[config.mk]
export PLATFORM = sky130hd
export DESIGN_NAME = move_multiply_nop_exec
export DESIGN_NICKNAME = d
export VERILOG_FILES = /design/src/mul8x8.v /design/src/move_multiply_nop_exec.v
export VERILOG_INCLUDE_DIRS = /design/src
export SDC_FILE = /design/constraint.sdc
export NUM_CORES = 1
export LEC_CHECK = 0
export ABC_AREA = 1
export BUFFER_PORTS_ARGS = -buffer_cell sky130_fd_sc_hd__buf_2
export CAP_MARGIN = 0
export CORE_ASPECT_RATIO = 0.7
export CORE_UTILIZATION = 35
export DETAILED_ROUTE_END_ITERATION = 10
export GPL_TIMING_DRIVEN = 0
export PLACE_DENSITY = 0.58
export SETUP_SLACK_MARGIN = 0.3
export SYNTH_ARGS = -nofsm -noshare
export SYNTH_HDL_FRONTEND = slang
export SYNTH_SLANG_ARGS = --single-unit
export TNS_END_PERCENT = 20
[constraint.sdc]
create_clock -name mclk_in -period 4.2 [get_ports mclk_in]
set_input_delay 0.84 -clock mclk_in [delete_from_list [all_inputs] [get_ports mclk_in]]
set_output_delay 0.84 -clock mclk_in [all_outputs]
set_load 0.05 [all_outputs]
[src/exec_map.vh]
// Opcode patterns, masks and reset values for the move, multiply and no-op datapath
`ifndef EXEC_MAP_VH
`define EXEC_MAP_VH

`define ADDR_OP_MASK 16'hfe00
`define LIT_OP_MASK 16'hff00
`define LIT_FIELD_MSB 7
`define OP_LOAD_MEM 16'h2000
`define OP_LOAD_LIT 16'h7c00
`define OP_SMUL_MEM 16'h5400
`define OP_UMUL_MEM 16'h5000
`define OP_SMUL_LIT 16'h7300
`define OP_UMUL_LIT 16'h7200
`define OP_NOP 16'h0000

`define ACC_RESET 8'h00
`define PROD_HIGH_RESET 8'h00
`define ZERO_RESET 1'b0
`define PULSE_RESET 1'b0
`define MEM_WRITE_RESET 1'b0
`define EXEC_CYCLES 1

`endif

[src/mul8x8.v]
// Combinational 8x8 multiplier, signed or unsigned
`timescale 1ns/1ns
module mul8x8 (
  input wire signed_in,
  input wire [7:0] a_in,
  input wire [7:0] b_in,
  output wire [15:0] product_out
);
  wire [15:0] a_ext;
  wire [15:0] b_ext;

  // Sign or zero extension to 16 bits; the low 16 bits of the product are then
  // exact for both interpretations
  assign a_ext = {{8{signed_in & a_in[7]}}, a_in};
  assign b_ext = {{8{signed_in & b_in[7]}}, b_in};
  assign product_out = a_ext * b_ext;
endmodule // mul8x8

[src/move_multiply_nop_exec.v]
// Single-cycle execution of accumulator moves, 8x8 multiplies and no-op
`timescale 1ns/1ns
`include "exec_map.vh"
module move_multiply_nop_exec (
  input wire mclk_in,
  input wire rst_n_in,
  input wire issue_valid_in,
  input wire [15:0] instr_in,
  input wire [7:0] file_register_operand_in,
  output wire [7:0] acc_out,
  output wire [7:0] product_high_byte_out,
  output wire zero_flag_out,
  output wire done_out,
  output wire not_handled_out,
  output wire mem_write_en_out
);
  // ==========================================================================
  // Selector codes
  // ==========================================================================
  localparam [2:0] SEL_NONE = 3'b000;
  localparam [2:0] SEL_LOAD_MEM = 3'b001;
  localparam [2:0] SEL_LOAD_LIT = 3'b010;
  localparam [2:0] SEL_MUL = 3'b011;
  localparam [2:0] SEL_NOP = 3'b100;

  // ==========================================================================
  // Declarations
  // ==========================================================================
  reg [7:0] acc_q;
  reg [7:0] acc_d;
  reg [7:0] product_high_byte_q;
  reg [7:0] product_high_byte_d;
  reg zero_q;
  reg zero_d;
  reg done_q;
  reg done_d;
  reg not_handled_q;
  reg not_handled_d;
  reg mem_write_en_q;
  wire mem_write_en_d;

  reg [2:0] sel;
  reg mul_signed;
  reg mul_from_mem;
  wire [15:0] addr_form;
  wire [15:0] lit_form;
  wire hit_load_mem;
  wire hit_load_lit;
  wire hit_smul_mem;
  wire hit_umul_mem;
  wire hit_smul_lit;
  wire hit_umul_lit;
  wire hit_nop;
  wire [7:0] literal_byte;
  wire [7:0] mul_operand;
  wire [15:0] product;
  wire operand_is_zero;

  // ==========================================================================
  // Opcode match
  // ==========================================================================
  assign addr_form = instr_in & `ADDR_OP_MASK;
  assign lit_form = instr_in & `LIT_OP_MASK;
  assign literal_byte = instr_in[`LIT_FIELD_MSB:0];

  assign hit_load_mem = (addr_form == `OP_LOAD_MEM);
  assign hit_load_lit = (lit_form == `OP_LOAD_LIT);
  // Assumed pattern, mirrors the unsigned memory form
  assign hit_smul_mem = (addr_form == `OP_SMUL_MEM);
  assign hit_umul_mem = (addr_form == `OP_UMUL_MEM);
  assign hit_smul_lit = (lit_form == `OP_SMUL_LIT);
  assign hit_umul_lit = (lit_form == `OP_UMUL_LIT);
  assign hit_nop = (instr_in == `OP_NOP);

  // ==========================================================================
  // Decode
  // ==========================================================================
  // Priority only matters if the patterns ever overlap; today they do not
  always @* begin
    sel = SEL_NONE;
    mul_signed = 1'b0;
    mul_from_mem = 1'b0;
    if (hit_load_mem) begin
      sel = SEL_LOAD_MEM;
    end else if (hit_load_lit) begin
      sel = SEL_LOAD_LIT;
    end else if (hit_smul_mem) begin
      sel = SEL_MUL;
      mul_signed = 1'b1;
      mul_from_mem = 1'b1;
    end else if (hit_umul_mem) begin
      sel = SEL_MUL;
      mul_from_mem = 1'b1;
    end else if (hit_smul_lit) begin
      sel = SEL_MUL;
      mul_signed = 1'b1;
    end else if (hit_umul_lit) begin
      sel = SEL_MUL;
    end else if (hit_nop) begin
      sel = SEL_NOP;
    end
  end

  // ==========================================================================
  // Multiplier
  // ==========================================================================
  assign mul_operand = mul_from_mem ? file_register_operand_in : literal_byte;

  mul8x8 mul8x8_inst (
    .signed_in(mul_signed),
    .a_in(acc_q),
    .b_in(mul_operand),
    .product_out(product)
  );

  // ==========================================================================
  // Zero detect
  // ==========================================================================
  assign operand_is_zero = (file_register_operand_in == 8'h00);

  // ==========================================================================
  // Next state
  // ==========================================================================
  always @* begin
    acc_d = acc_q;
    product_high_byte_d = product_high_byte_q;
    zero_d = zero_q;
    if (issue_valid_in) begin
      case (sel)
        SEL_LOAD_MEM: begin
          acc_d = file_register_operand_in;
          zero_d = operand_is_zero;
        end
        SEL_LOAD_LIT: begin
          acc_d = literal_byte;
        end
        SEL_MUL: begin
          // Zero flag deliberately untouched
          acc_d = product[7:0];
          product_high_byte_d = product[15:8];
        end
        default: begin
          // No-op and foreign opcodes hold all state
          acc_d = acc_q;
        end
      endcase
    end
  end

  // ==========================================================================
  // Status pulses
  // ==========================================================================
  // Every handled opcode retires one cycle after issue
  always @* begin
    done_d = 1'b0;
    not_handled_d = 1'b0;
    if (issue_valid_in) begin
      if (sel == SEL_NONE) begin
        not_handled_d = 1'b1;
      end else begin
        done_d = 1'b1;
      end
    end
  end

  // This group never writes data memory
  assign mem_write_en_d = 1'b0;

  // ==========================================================================
  // Registers
  // ==========================================================================
  // Reset values are a local choice; all state starts cleared
  always @(posedge mclk_in or negedge rst_n_in) begin
    if (!rst_n_in) begin
      acc_q <= `ACC_RESET;
    end else begin
      acc_q <= acc_d;
    end
  end

  always @(posedge mclk_in or negedge rst_n_in) begin
    if (!rst_n_in) begin
      product_high_byte_q <= `PROD_HIGH_RESET;
    end else begin
      product_high_byte_q <= product_high_byte_d;
    end
  end

  always @(posedge mclk_in or negedge rst_n_in) begin
    if (!rst_n_in) begin
      zero_q <= `ZERO_RESET;
    end else begin
      zero_q <= zero_d;
    end
  end

  always @(posedge mclk_in or negedge rst_n_in) begin
    if (!rst_n_in) begin
      done_q <= `PULSE_RESET;
    end else begin
      done_q <= done_d;
    end
  end

  always @(posedge mclk_in or negedge rst_n_in) begin
    if (!rst_n_in) begin
      not_handled_q <= `PULSE_RESET;
    end else begin
      not_handled_q <= not_handled_d;
    end
  end

  always @(posedge mclk_in or negedge rst_n_in) begin
    if (!rst_n_in) begin
      mem_write_en_q <= `MEM_WRITE_RESET;
    end else begin
      mem_write_en_q <= mem_write_en_d;
    end
  end

  // ==========================================================================
  // Outputs
  // ==========================================================================
  assign acc_out = acc_q;
  assign product_high_byte_out = product_high_byte_q;
  assign zero_flag_out = zero_q;
  assign done_out = done_q;
  assign not_handled_out = not_handled_q;
  assign mem_write_en_out = mem_write_en_q;
endmodule // move_multiply_nop_exec

==> summary.txt <==
crit path cell chain: buf_8, nor2_4, nand4_4, buf_8, o21ai_4, nor2_2, fa_1, inv_2, fa_1, inv_2, fa_1, fa_1, inv_1, fa_1, inv_2, ha_4, a21oi_4, o21ai_2, a21oi_2, nor2_1, nor2_1, xor2_1, o21ai_1
first-pass GRT wire length: 17,700 um
DRT Pass-1 Iters: 5
syn avg cell area: 7.83 um^2
path depth of the worst reg2reg path: 21
Worst EP arrival: 5.58 ns
GRT Residual Overflow: 0
required time of the critical path: 4.35 ns
top cells by area, synth: fa_1 (32%), dfrtp_1 (12%), ha_1 (11%), inv_1 (10%), nand2_1 (9.1%)
Starting Density: 0.369
post-synth top area share: 0.322
Worst Clk Skew: 0.00544 ns
Hold Crit Depth: 2
Die H: 90.6 um
Post-synth EDFFs: 0
Max Fanout on Critical Path: 5
setup violators final: 12
Post-Syn Nets: 624
antenna violations before repair: 0
count leader, synth: inv_1
CP endpoint kind: flip-flop
Routed Antenna Nets: 0
P&R area growth vs syn: 31.1%
sequential area share after synthesis: 0.121
RSZ-0062 raised after global routing: yes
post-route worst setup slack: -1.24 ns
hold slack: 0.474 ns
CTS Buffer Depth: 2
Synth top cells by count: inv_1 (107), nand2_1 (95), nor2_1 (70)
Setup WS pre-CTS: -1.91 ns
critical path type: input pin to flip-flop
hold crit path type: flip-flop to flip-flop
Hold Vio Cnt, Final: 0
Detail Placement HPWL: 8400 um
slowest stage cell, crit path: fa_1
Routed wire per std cell: 14.6 um
delay-heaviest family, CP: adder cells
CTS sink cnt: 19
Period Utilization, post-route: 1.29
GP Congestion: 0.886
minimum clock period: 5.44 ns
violated checks: setup timing
Post-Route WL: 10,700 um
num rows: 31
CTS tree: built
Fin Setup TNS: -11.05 ns
ys async rst share: 1.00
PortBufs: 45
WP buf/inv: 6
Final Net Count: 708
pin count of the biggest net entering global routing: 20
clock root cell: clkbuf_16
total of max-cap violations: 0
CTS Hold Bufs: 0
n_diodes: 0
Levels on crit path: 23
TritonCTS Buffers: 3
status: finished, violations left
Yosys top cell by area: fa_1
Worst path most repeated cell: fa_1
Syn Inst Count: 501
post-synthesis cell type count: 41
final core utilization: 0.484
vias in the first global route: 3,639
Syn. warnings: 0
Core Footprint: 10,600 um^2
max-slew violations: 0
DR iter-0 viols: 189
Worst-path clk slew: 0.05 ns
die width: 129 um
gr usage total: 0.196
number of synthesized register bits: 19
DR vias: 3,597
f_max: 0.184 GHz
Syn Std Cell Area: 3920 um^2
DIE AREA: 11,600 um^2
Critical Path Source Type: input pin
DRC viols: 0
num ports: 47
Worst path max stage delay: 0.55 ns
Clock Latency Late Sink: 0.26 ns
Primary FF master, synth: dfrtp_1
Via density: 4.91
share of cells above drive strength 1: 0.298
Max H-tree Level: 1
## sequential cells by signal (all words and copies together) (netlist names)
name / cells
acc_out: 8
product_high_byte_out: 8
done_out: 1
not_handled_out: 1
zero_flag_out: 1
## cells in the final DEF (no fill, tap or decap), drive strengths merged
master,netlist,layout
nand3,18,18
nand2,100,100
clkbuf,0,3
a21o,2,2
o41ai,1,1
o21bai,1,1
a31o,1,1
a21oi,7,7
and2,2,2
buf,4,83
nor3,5,5
o211ai,1,1
clkinv,1,2
conb,1,1
a31oi,3,3
inv,110,110
ha,33,33
xnor2,6,6
dfrtp,19,19
o311ai,1,1
o22ai,3,3
nor2,73,73
or2,2,2
o21ai,35,35
xor2,3,3
fa,63,63
nand4,6,6
## cell families (layout without fill, tap and decap cells)
group                    Yosys count  count (layout)  share of synthesized area
AO/OA/AOI/OAI                     55              55                     0.0871
XOR/XNOR                           9               9                     0.0201
flip-flops                        19              19                      0.121
adder cells (fa/ha/maj)           96              96                      0.427
AND/OR/NAND/NOR                  206             206                      0.227
other                              1               1                   0.000956
buffers and inverters            115             198                      0.117
## final timing paths
path                       slack [ns]                       end                      from
setup / recovery                -1.24  product_high_byte_out[5]              instr_in[11]
hold / removal                   0.47  product_high_byte_out[7]  product_high_byte_out[7]
setup reg to reg                -0.71  product_high_byte_out[7]                acc_out[7]
hold reg to reg                  0.47  product_high_byte_out[7]  product_high_byte_out[7]
max in group asynchronous        3.35  product_high_byte_out[4]                  rst_n_in
min in group asynchronous        0.53                acc_out[3]                  rst_n_in
## metrics by stage
stage / instance area, um^2 / instances
finish: 5140 / 732
detailed placement: 4420 / 694
CTS: 5010 / 725
floorplan: 4010 / 501
global placement: 4420 / 694
global route: 5140 / 732
## per-layer routing
| layer | routed length, um | track usage | vias to the layer above |
|---|---|---|---|
| li1 | - | - | 1705 |
| met1 | 4840 | 0.274 | 1747 |
| met2 | 4860 | 0.318 | 132 |
| met3 | 870 | 0.0355 | 13 |
| met4 | 127 | 0.0333 | 0 |
| met5 | 0 | 0 | - |
## worst reg2reg max path: cells and delay by family (launching register included)
kind / cells / cell delay (ns)
simple gates: 7 / 0.79
flops: 1 / 0.50
buf+inv: 7 / 0.67
compound gates: 1 / 0.19
fa+ha+maj: 6 / 2.68
## timing repair
| item | 4_1_cts | 5_1_grt |
|---|---|---|
| setup endpoints to repair | 12 | 12 |
| buffers inserted | 26 | 7 |
| pin swaps | 27 | 11 |
| resized for setup | 61 | 26 |
| cloned | 1 | 0 |
## final cells by class
class,count,area [um^2]
flip-flops and latches,19,475
well taps,148,185
clock inverters,1,5.00
plain buffers,4,45.0
clock buffers,3,75.1
multi-input cells,367,3360
inverters,111,429
fillers,1067,5490
repair buffers,79,569
Power is not shown: default switching activity piles up to over one toggle a cycle in this logic, so the estimate is an artifact.
